$ cat src/verilog/rtc_consts.svh
/*
 Offsets, reset values and timing figures of the calendar clock.
 Assumes a 32-bit APB slave decoding a 12-bit byte address.
*/
`ifndef RTC_CONSTS_SVH
`define RTC_CONSTS_SVH

// register byte offsets
`define RTC_YEAR_OFS   12'h000
`define RTC_MONTH_OFS  12'h004
`define RTC_DAY_OFS    12'h008
`define RTC_DOW_OFS    12'h00c
`define RTC_HOUR_OFS   12'h010
`define RTC_MIN_OFS    12'h014
`define RTC_SEC_OFS    12'h018
`define RTC_HMS_OFS    12'h01c
`define RTC_CALIB_OFS  12'h020
`define RTC_CTRL_OFS   12'h024
`define RTC_IRQST_OFS  12'h028
`define RTC_IRQMSK_OFS 12'h02c

// control command word: selector in [15:8], argument in [7:0]
`define RTC_CMD_SEL    8'hfd

// status bits: second tick, error raised, new day
`define RTC_EV_SEC     0
`define RTC_EV_ERR     1
`define RTC_EV_DAY     2

// reset values: 2000-01-01, a Saturday, 00:00:00
`define RTC_RST_YEAR   16'h07d0
`define RTC_RST_MONTH  4'h1
`define RTC_RST_DAY    5'h01
`define RTC_RST_DOW    3'h6

// timing
`define RTC_CLK_HZ     40000000
`define RTC_XTAL_HZ    32768
`define RTC_SEC_S      1
`define RTC_CAL_HOURS  72
`define RTC_SEC_PER_H  3600
`define RTC_LOST_S     4'hf

`endif

$ cat src/verilog/rtc_pkg.sv
/*
 Types of the calendar clock: command arguments, time fields and the
 state records of the clock and its prescaler.
 Assumes nothing beyond a SystemVerilog compiler.
*/
package rtc_pkg;

   typedef enum logic [7:0] {
      ARG_STOP  = 8'h00,
      ARG_RUN   = 8'h01,
      ARG_NOREF = 8'h02,
      ARG_REF   = 8'h03
   } cmd_arg_e;

   typedef struct packed {
      logic [15:0] year;
      logic [3:0]  month;
      logic [4:0]  day;
      logic [2:0]  dow;
      logic [4:0]  hour;
      logic [5:0]  minute;
      logic [5:0]  second;
   } time_s;

   typedef struct packed {
      time_s              tm;
      logic signed [15:0] calib;
      logic [18:0]        calAcc;
      logic               run;
      logic               autoRef;
      logic [3:0]         pinA;
      logic [3:0]         pinB;
      logic [1:0]         capCnt;
      logic [3:0]         missCnt;
      logic               lostQ;
      logic               errQ;
      logic               ledQ;
      logic [2:0]         irqSt;
      logic [2:0]         irqMask;
      logic               irqQ;
      logic [31:0]        prdata;
      logic               pready;
      logic               pslverr;
   } cal_state_s;

   typedef struct packed {
      logic        xa;
      logic        xb;
      logic        xc;
      logic        useQ;
      logic [25:0] cnt;
      logic        tick;
   } presc_state_s;

endpackage

$ cat src/verilog/rtc_prescaler.sv
/*
 Seconds prescaler: one-cycle tick per second, from the 32.768 kHz
 crystal of the backup module or from the system clock.
 Assumes clk well above twice the crystal rate.
*/
`timescale 1ns/1ps
`include "rtc_consts.svh"

module rtc_prescaler #(
   parameter int TICK_CYCLES = `RTC_SEC_S * `RTC_CLK_HZ,
   parameter int XTAL_DIV    = `RTC_SEC_S * `RTC_XTAL_HZ
) (
   input  wire logic clk,
   input  wire logic rst_n,
   input  wire logic xtalIn,
   input  wire logic useXtal,
   output logic      tick
);

   rtc_pkg::presc_state_s s_q;
   rtc_pkg::presc_state_s s_d;
   logic [25:0]           limit;

   // count crystal edges or clock cycles up to one second
   always_comb begin
      s_d = s_q;
      s_d.xa = xtalIn;
      s_d.xb = s_q.xa;
      s_d.xc = s_q.xb;
      s_d.useQ = useXtal;
      s_d.tick = 1'b0;
      limit = useXtal ? 26'(XTAL_DIV - 1) : 26'(TICK_CYCLES - 1);
      // restart on a source swap so no short second slips out
      if (useXtal != s_q.useQ) begin
         s_d.cnt = '0;
      end else if (!useXtal || (s_q.xb & ~s_q.xc)) begin   // [RULE8]
         if (s_q.cnt >= limit) begin
            s_d.cnt = '0;
            s_d.tick = 1'b1;
         end else begin
            s_d.cnt = s_q.cnt + 26'h1;
         end
      end
   end

   always_ff @(posedge clk or negedge rst_n) begin
      if (!rst_n) begin
         s_q <= '0;
      end else begin
         s_q <= s_d;
      end
   end

   assign tick = s_q.tick;

endmodule

$ cat src/verilog/calendar_clock.sv
/*
 Calendar clock with seconds trim, run/stop and backup-module source
 control, error flag and light, behind an APB slave.
 Assumes pins modulePresent, batteryOk, timeLost, clockCorrupt and
 xtalIn come from outside the clock domain.
*/
// The register addresses and the APB slave port were decided locally.
// How it works
// (RULE1) The error flag rises when the clock is corrupt or lost or the battery is missing.
// (RULE2) The error light follows the error flag.
// (RULE3) Writing a date or time field loads it into the running clock.
// (RULE4) Every date and time field reads back as a plain integer.
// (RULE5) The packed time reads as hours*10000 + minutes*100 + seconds.
// (RULE6) A signed trim of seconds is spread over each 72 hours.
// (RULE7) A positive trim adds seconds, a negative one drops them.
// (RULE8) The backup module times seconds by dividing its 32.768 kHz crystal.
// (RULE9) Command 253 with argument 0 stops the clock and with 1 runs it.
// (RULE10) Command 253 with 2 disables and with 3 enables backup-module refresh.
// (RULE11) A clock set and power-cycled on intact hardware reports no error.
// (RULE12) Day of week runs 1 Monday to 7 Sunday and the year holds four digits.
// (RULE13) A battery missing over 15 seconds marks the time lost.
// (RULE14) A fitted backup module is detected and used as time source.
// (RULE15) Fields roll over with month lengths, leap years and weekday wrap.
// (RULE16) A stopped clock holds its fields and suspends the trim.
`timescale 1ns/1ps
`include "rtc_consts.svh"

module calendar_clock #(
   parameter int TICK_CYCLES  = `RTC_SEC_S * `RTC_CLK_HZ,
   parameter int XTAL_DIV     = `RTC_SEC_S * `RTC_XTAL_HZ,
   parameter int CAL_WINDOW_S = `RTC_CAL_HOURS * `RTC_SEC_PER_H
) (
   input  wire logic        clk,
   input  wire logic        rst_n,
   input  wire logic        psel,
   input  wire logic        penable,
   input  wire logic        pwrite,
   input  wire logic [11:0] paddr,
   input  wire logic [31:0] pwdata,
   output logic [31:0]      prdata,
   output logic             pready,
   output logic             pslverr,
   input  wire logic        xtalIn,
   input  wire logic        modulePresent,
   input  wire logic        batteryOk,
   input  wire logic        timeLost,
   input  wire logic        clockCorrupt,
   output logic             irq,
   output logic             errFlag,
   output logic             errLed
);

   rtc_pkg::cal_state_s s_q;
   rtc_pkg::cal_state_s s_d;
   logic                tick;
   logic                apbWr;
   logic [15:0]         absCal;
   logic [18:0]         calSum;
   logic                calHit;
   logic [18:0]         win;

   // leap year of the full year
   function automatic logic leap(input logic [15:0] y);
      leap = ((y % 16'h4) == 16'h0 && (y % 16'h64) != 16'h0)
             || (y % 16'h190) == 16'h0;
   endfunction

   function automatic logic [4:0] month_days(input logic [15:0] y,
                                             input logic [3:0]  m);
      case (m)
         4'h2: month_days = leap(y) ? 5'h1d : 5'h1c;
         4'h4, 4'h6, 4'h9, 4'hb: month_days = 5'h1e;
         default: month_days = 5'h1f;
      endcase
   endfunction

   // advance one second with full calendar carry
   function automatic rtc_pkg::time_s step(input rtc_pkg::time_s t);
      rtc_pkg::time_s n;
      n = t;
      if (t.second < 6'h3b) begin
         n.second = t.second + 6'h1;
      end else begin
         n.second = 6'h0;
         if (t.minute < 6'h3b) begin
            n.minute = t.minute + 6'h1;
         end else begin
            n.minute = 6'h0;
            if (t.hour < 5'h17) begin
               n.hour = t.hour + 5'h1;
            end else begin
               n.hour = 5'h0;
               n.dow = (t.dow >= 3'h7) ? 3'h1 : t.dow + 3'h1;   // [RULE12]
               if (t.day < month_days(t.year, t.month)) begin
                  n.day = t.day + 5'h1;
               end else begin
                  n.day = 5'h1;
                  if (t.month < 4'hc) begin
                     n.month = t.month + 4'h1;
                  end else begin
                     n.month = 4'h1;
                     n.year = t.year + 16'h1;
                  end
               end
            end
         end
      end
      step = n;
   endfunction

   // packed hhmmss as one decimal integer
   function automatic logic [31:0] hhmmss(input rtc_pkg::time_s t);
      hhmmss = 32'(t.hour) * 32'h2710 + 32'(t.minute) * 32'h64 + 32'(t.second);
   endfunction

   // source: crystal of a fitted module while refresh is enabled
   rtc_prescaler #(
      .TICK_CYCLES (TICK_CYCLES),
      .XTAL_DIV    (XTAL_DIV)
   ) u_presc (
      .clk     (clk),
      .rst_n   (rst_n),
      .xtalIn  (xtalIn),
      .useXtal (s_q.pinB[0] & s_q.autoRef),   // [RULE14] [RULE10]
      .tick    (tick)
   );

   // a write takes effect on the edge that completes the access
   assign apbWr = psel & penable & s_q.pready & pwrite;

   // trim accumulator: |trim| per second against the window
   assign win = 19'(CAL_WINDOW_S);
   assign absCal = s_q.calib[15] ? 16'(-s_q.calib) : s_q.calib;
   assign calSum = s_q.calAcc + {3'h0, absCal};
   assign calHit = calSum >= win;   // [RULE6]

   always_comb begin
      logic [2:0] evt;
      logic [2:0] clr;
      evt = '0;
      clr = '0;
      s_d = s_q;

      // pin synchronisers: corrupt, lost strap, battery, module present
      s_d.pinA = {clockCorrupt, timeLost, batteryOk, modulePresent};
      s_d.pinB = s_q.pinA;

      // lost strap is caught once the synchroniser has filled
      if (s_q.capCnt != 2'h3) begin
         s_d.capCnt = s_q.capCnt + 2'h1;
      end
      if (s_q.capCnt == 2'h2 && s_q.pinB[2]) begin
         s_d.lostQ = 1'b1;   // [RULE13]
      end

      // only a power cycle clears the lost mark
      if (s_q.pinB[1]) begin
         s_d.missCnt = '0;
      end else if (tick) begin
         if (s_q.missCnt == `RTC_LOST_S) begin
            s_d.lostQ = 1'b1;   // [RULE13] [RULE11]
         end else begin
            s_d.missCnt = s_q.missCnt + 4'h1;
         end
      end

      // seconds advance; a stopped clock freezes time and trim
      if (tick && s_q.run) begin   // [RULE16]
         s_d.calAcc = calHit ? calSum - win : calSum;   // [RULE6]
         if (!(calHit && s_q.calib < 0)) begin
            s_d.tm = step(s_q.tm);   // [RULE15]
         end
         if (calHit && s_q.calib > 0) begin
            s_d.tm = step(s_d.tm);   // [RULE7]
         end
         evt[`RTC_EV_SEC] = 1'b1;
         evt[`RTC_EV_DAY] = s_d.tm.day != s_q.tm.day;
      end

      // error flag and light
      s_d.errQ = s_q.lostQ | s_q.pinB[3] | ~s_q.pinB[1];   // [RULE1]
      s_d.ledQ = s_q.lostQ | s_q.pinB[3] | ~s_q.pinB[1];   // [RULE2]
      evt[`RTC_EV_ERR] = s_d.errQ & ~s_q.errQ;

      // read side: data latched on the same edge that raises pready
      s_d.pready = psel & penable & ~s_q.pready;
      if (psel & penable & ~s_q.pready) begin
         s_d.pslverr = 1'b0;
         case (paddr)   // [RULE4]
            `RTC_YEAR_OFS:   s_d.prdata = 32'(s_q.tm.year);
            `RTC_MONTH_OFS:  s_d.prdata = 32'(s_q.tm.month);
            `RTC_DAY_OFS:    s_d.prdata = 32'(s_q.tm.day);
            `RTC_DOW_OFS:    s_d.prdata = 32'(s_q.tm.dow);
            `RTC_HOUR_OFS:   s_d.prdata = 32'(s_q.tm.hour);
            `RTC_MIN_OFS:    s_d.prdata = 32'(s_q.tm.minute);
            `RTC_SEC_OFS:    s_d.prdata = 32'(s_q.tm.second);
            `RTC_HMS_OFS:    s_d.prdata = hhmmss(s_q.tm);   // [RULE5]
            `RTC_CALIB_OFS:  s_d.prdata = 32'(s_q.calib);
            `RTC_CTRL_OFS:   s_d.prdata = {28'h0, s_q.errQ, s_q.pinB[0],
                                           s_q.autoRef, s_q.run};
            `RTC_IRQST_OFS:  s_d.prdata = {29'h0, s_q.irqSt};
            `RTC_IRQMSK_OFS: s_d.prdata = {29'h0, s_q.irqMask};
            default: begin
               s_d.prdata = '0;
               s_d.pslverr = 1'b1;
            end
         endcase
      end

      // write side: a field write overrides a same-cycle tick
      if (apbWr) begin
         case (paddr)   // [RULE3]
            `RTC_YEAR_OFS:   s_d.tm.year = pwdata[15:0];
            `RTC_MONTH_OFS:  s_d.tm.month = pwdata[3:0];
            `RTC_DAY_OFS:    s_d.tm.day = pwdata[4:0];
            `RTC_DOW_OFS:    s_d.tm.dow = pwdata[2:0];
            `RTC_HOUR_OFS:   s_d.tm.hour = pwdata[4:0];
            `RTC_MIN_OFS:    s_d.tm.minute = pwdata[5:0];
            `RTC_SEC_OFS:    s_d.tm.second = pwdata[5:0];
            `RTC_CALIB_OFS:  s_d.calib = pwdata[15:0];
            `RTC_CTRL_OFS: begin
               // other selectors and arguments are ignored
               if (pwdata[15:8] == `RTC_CMD_SEL) begin
                  case (rtc_pkg::cmd_arg_e'(pwdata[7:0]))
                     rtc_pkg::ARG_STOP:  s_d.run = 1'b0;   // [RULE9]
                     rtc_pkg::ARG_RUN:   s_d.run = 1'b1;   // [RULE9]
                     rtc_pkg::ARG_NOREF: s_d.autoRef = 1'b0;   // [RULE10]
                     rtc_pkg::ARG_REF:   s_d.autoRef = 1'b1;   // [RULE10]
                     default: ;
                  endcase
               end
            end
            `RTC_IRQST_OFS:  clr = pwdata[2:0];
            `RTC_IRQMSK_OFS: s_d.irqMask = pwdata[2:0];
            default: ;
         endcase
      end

      // sticky status; a new event beats a same-cycle clear
      s_d.irqSt = (s_q.irqSt & ~clr) | evt;
      s_d.irqQ = |(s_d.irqSt & s_d.irqMask);
   end

   always_ff @(posedge clk or negedge rst_n) begin
      if (!rst_n) begin
         s_q <= '0;
         s_q.tm.year <= `RTC_RST_YEAR;
         s_q.tm.month <= `RTC_RST_MONTH;
         s_q.tm.day <= `RTC_RST_DAY;
         s_q.tm.dow <= `RTC_RST_DOW;
         s_q.run <= 1'b1;
         s_q.autoRef <= 1'b1;
         // both stages start at a fitted battery, so release shows no false error
         s_q.pinA <= 4'h2;
         s_q.pinB <= 4'h2;
      end else begin
         s_q <= s_d;
      end
   end

   assign prdata = s_q.prdata;
   assign pready = s_q.pready;
   assign pslverr = s_q.pslverr;
   assign irq = s_q.irqQ;
   assign errFlag = s_q.errQ;
   assign errLed = s_q.ledQ;
endmodule

$ cat config.mk
export PLATFORM = sky130hd
export DESIGN_NAME = calendar_clock
export DESIGN_NICKNAME = d
export VERILOG_FILES = /design/src/verilog/rtc_pkg.sv /design/src/verilog/rtc_prescaler.sv /design/src/verilog/calendar_clock.sv
export VERILOG_INCLUDE_DIRS = /design/src /design/src/verilog
export SDC_FILE = /design/constraint.sdc
export NUM_CORES = 1
export LEC_CHECK = 0
export ABC_AREA = 1
export BUFFER_PORTS_ARGS = -buffer_cell sky130_fd_sc_hd__buf_2
export CAP_MARGIN = 20
export CORE_MARGIN = 1.5
export CORE_UTILIZATION = 40
export DETAILED_ROUTE_END_ITERATION = 10
export SLEW_MARGIN = 20
export SYNTH_ARGS = -nofsm -noshare
export SYNTH_HDL_FRONTEND = slang
export SYNTH_SLANG_ARGS = --single-unit
$ cat constraint.sdc
create_clock -name clk -period 17.7 [get_ports clk]
set_input_delay 2.655 -clock clk [delete_from_list [all_inputs] [get_ports clk]]
set_output_delay 2.655 -clock clk [all_outputs]
set_load 0.005 [all_outputs]
==> summary.txt <==
Simple-gate share of the synthesized area: 34.3%
Die width: 207 um
Worst r2r path cells: 84
Area growth from synthesis to layout: 7.43%
CP max stage delay: 510 ps
Register bit total from synthesis: 159
Hold Violations, Final: 0
Final Wtd Congestion: 0.933
Avg Inst Size Synth: 6.91 um^2
Clock Path Buffers: 2
Final setup fails: 0
Max-Cap Viols: 0
Setup crit end kind: flip-flop
Arr. time, crit path: 13080 ps
R2r startpoint: s_q[94]$_DFFE_PN0P_
Layout cell share with drive strength beyond 1: 13.8%
Post-DR wirelength/cell: 16.0 um
CTS tree: yes
First-pass detailed-route iteration total: 8
Top Ports: 91
DIE AREA: 43100 um^2
Post-CTS sizing: 0
Total CTS buffers: 17
Largest net degree at the start of global routing: 101
Power Density: 44.7 nW/um^2
Number of synthesized flops with an enable pin: 0
First-pass GRT wire length: 77.7 mm
Largest family of logic cells by synthesized area: simple AND/OR/NAND/NOR gates
Slowest CP cell: dfrtp_1
Post-synth top flop: dfrtp_1
Pre-CTS setup slack: 5140 ps
Buffers plus inverters on the worst setup path: 8
Clk Latency, worst-skew pair: 460 ps
Gr usage total: 22.2%
Worst EP required: 18100 ps
Post-synthesis adder-cell area fraction: 10.2%
Cells after Synth: 2419
Layout net count: 2635
CP top delay family: simple AND/OR/NAND/NOR gates
DRT Wirelength: 47.9 mm
Chip Height: 207 um
Final period util: 71.6%
Critical path startpoint category: flip-flop
Clk pin slew, worst setup/hold paths: 80 ps
DRC errors left: 12
Initial Utilization: 40.8%
WS Path Type: reg2reg
Vias: 16.2k
Post-synthesis cell type count: 73
Synth Area in Compound Gates: 15.0%
Post-synthesis sequential area ratio: 23.9%
Worst Hold Depth: 0
Mapped cell area: 16700 um^2
Rows: 74
Syn nets: 2604
Leak pwr: 9.02 nW
Clock skew: 11.0 ps
Vias per std cell: 5.41
Antenna viol nets, final: 0
Root Buffer: clkbuf_16
Slew Limit Fails: 0
Htree depth: 4
# clock sinks: 159
Aggregate global routing overflow: 0
Vias in the first global route: 15.2k
Min cycle time layout: 12680 ps
Initial DRC Count: 1110
Overall power: 802 uW
Asr flop ratio synth: 100%
I/O Buffers: 74
DP HPWL: 37.4 mm
Hold Crit Start: s_d[53]$_DFF_PN0_
Hold Buf Count CTS: 0
Setup ws final: 5020 ps
Core Util, Final: 43.8%
Max Clk Rate: 0.0789 GHz
Synth Area in XOR/XNOR: 5.12%
Mux cell area share after synthesis: 0.180%
Core ar.: 41000 um^2
RSZ-0062 raised after global routing: no
Worst-path maximum fanout: 12
Layout fillers: 4174
Worst slew margin: 33.0%
Outcome: finished, violations left
YS warnings: 0
Hold Crit Class: reg2reg
Top cell by count, worst path: nand2_1
Peak supply drop: 0.0600 mV
Worst hold slack: 350 ps
Slew at the pin closest to its max-slew limit: 1000 ps
Initial antenna violation count: 3
Failing checks: design-rule violations
Crit path depth: 84
Post-route setup TNS: 0 ps
Setup Buffers After CTS: 0
Start point of the critical path: s_q[94]$_DFFE_PN0P_
-- placed cells by master, fill, tap and decap left out, types with 26 or more instances in the layout --
cell     instances
o21ai_0        129
inv_2           26
o22ai_1         42
nand2_2         73
o21ai_1         29
nor3_1          41
nand2_4         40
dfrtp_1        145
ha_1           122
a21oi_1        109
xor2_1          77
inv_1          333
nand2_1        467
nor2_1         221
nand3_1        171
nand4_1         61
buf_2           73
a31oi_1         30
-- per-layer routing --
layer | vias to the layer above | share of wire [%] | global-route usage [%]
li1 | 8092 | - | -
met1 | 7600 | 46 | 29.7
met2 | 432 | 45 | 36.6
met3 | 94 | 5.4 | 3.56
met4 | 4 | 2.7 | 7.20
met5 | - | 0.056 | 0
-- flip-flops by register name, indices dropped and copies added, names as in the netlist --
register      cells
s_q              99
u_presc.s_q      28
prdata           21
s_d               4
u_presc.s_d       2
errLed            1
irq               1
pready            1
pslverr           1
u_presc.tick      1
-- cell families after synthesis --
group / after synthesis
multiplexers: 3
flip-flops: 159
AND/OR/NAND/NOR: 1160
AO/OA/AOI/OAI: 427
XOR/XNOR: 96
adder cells (fa/ha/maj): 131
buffers and inverters: 443
-- metrics by stage --
step / cell area (um^2) / std cells
3_3_place_gp: 17400 / 2963
4_1_cts: 18000 / 2995
5_1_grt: 18000 / 2995
2_1_floorplan: 16700 / 2419
6_report: 18000 / 2996
3_5_place_dp: 17400 / 2963
-- Yosys cell counts, drive strengths merged (3+ instances only) --
library cell    n  area [um^2]
nand4          67          465
o31ai           3         22.5
o21bai          6         48.8
nor3           41          205
o21ai         163          835
nor2          239         1010
a221o           3         30.0
a21oi         111          563
clkbuf         29          139
mux2i           3         30.0
nand3         194         1130
xor2           80          716
a221oi         13          114
o32ai           4         35.0
or2             5         31.3
fa              9          180
xnor2          16          140
o21a            3         22.5
nand2         580         2660
o211ai         20          155
a22o            3         26.3
clkinv         10         37.5
dfstp          14          368
a21o            4         31.3
nor4           21          131
and2            3         21.3
dfrtp         145         3630
inv           361         1360
a31oi          30          188
a22oi           3         22.5
a211oi          9         67.6
o22ai          42          263
nand3b          5         37.5
buf            42          337
ha            122         1530
-- worst reg2reg max path, delay by kind of cell (launching register included) --
family                     cells  cell delay, ps
AOI/OAI and AO/OA             14            2470
and+or+nand+nor               58            7030
buffers and inverters          8            1550
xor gates and xnor gates       3             750
DFF                            1             510
adders and majority gates      1             350
-- worst paths after layout --
check                                    endpoint  slack (ps)
hold / removal                  s_q[53]$_DFF_PN0_         350
setup / recovery               s_q[130]$_DFF_PN1_        5020
hold reg to reg                 s_q[53]$_DFF_PN0_         350
min in group asynchronous  prdata[30]$_DFFE_PN0P_        2290
setup reg to reg               s_q[130]$_DFF_PN1_        5020
max in group asynchronous      s_q[116]$_DFF_PN0_       14030
-- cell type report --
cell class,instances,area (um^2),area share (%)
Clock inverter,15,169,0.940
Antenna cell,1,2.50,0.0139
Tap cell,532,666,3.70
Timing Repair Buffer,83,444,2.47
Multi-Input combinational cell,1817,10900,60.4
Inverter,372,1410,7.87
Sequential cell,159,4000,22.2
Clock buffer,17,425,2.37
-- power breakdown --
| group | switching [mW] | leakage (nW) | internal [mW] |
|---|---|---|---|
| clock network | 0.186 | 0.290 | 0.190 |
| logic | 0.0403 | 6.80 | 0.0157 |
| registers | 0.00325 | 1.93 | 0.367 |
| total | 0.230 | 9.02 | 0.573 |
(Power assumes the default switching activity.)
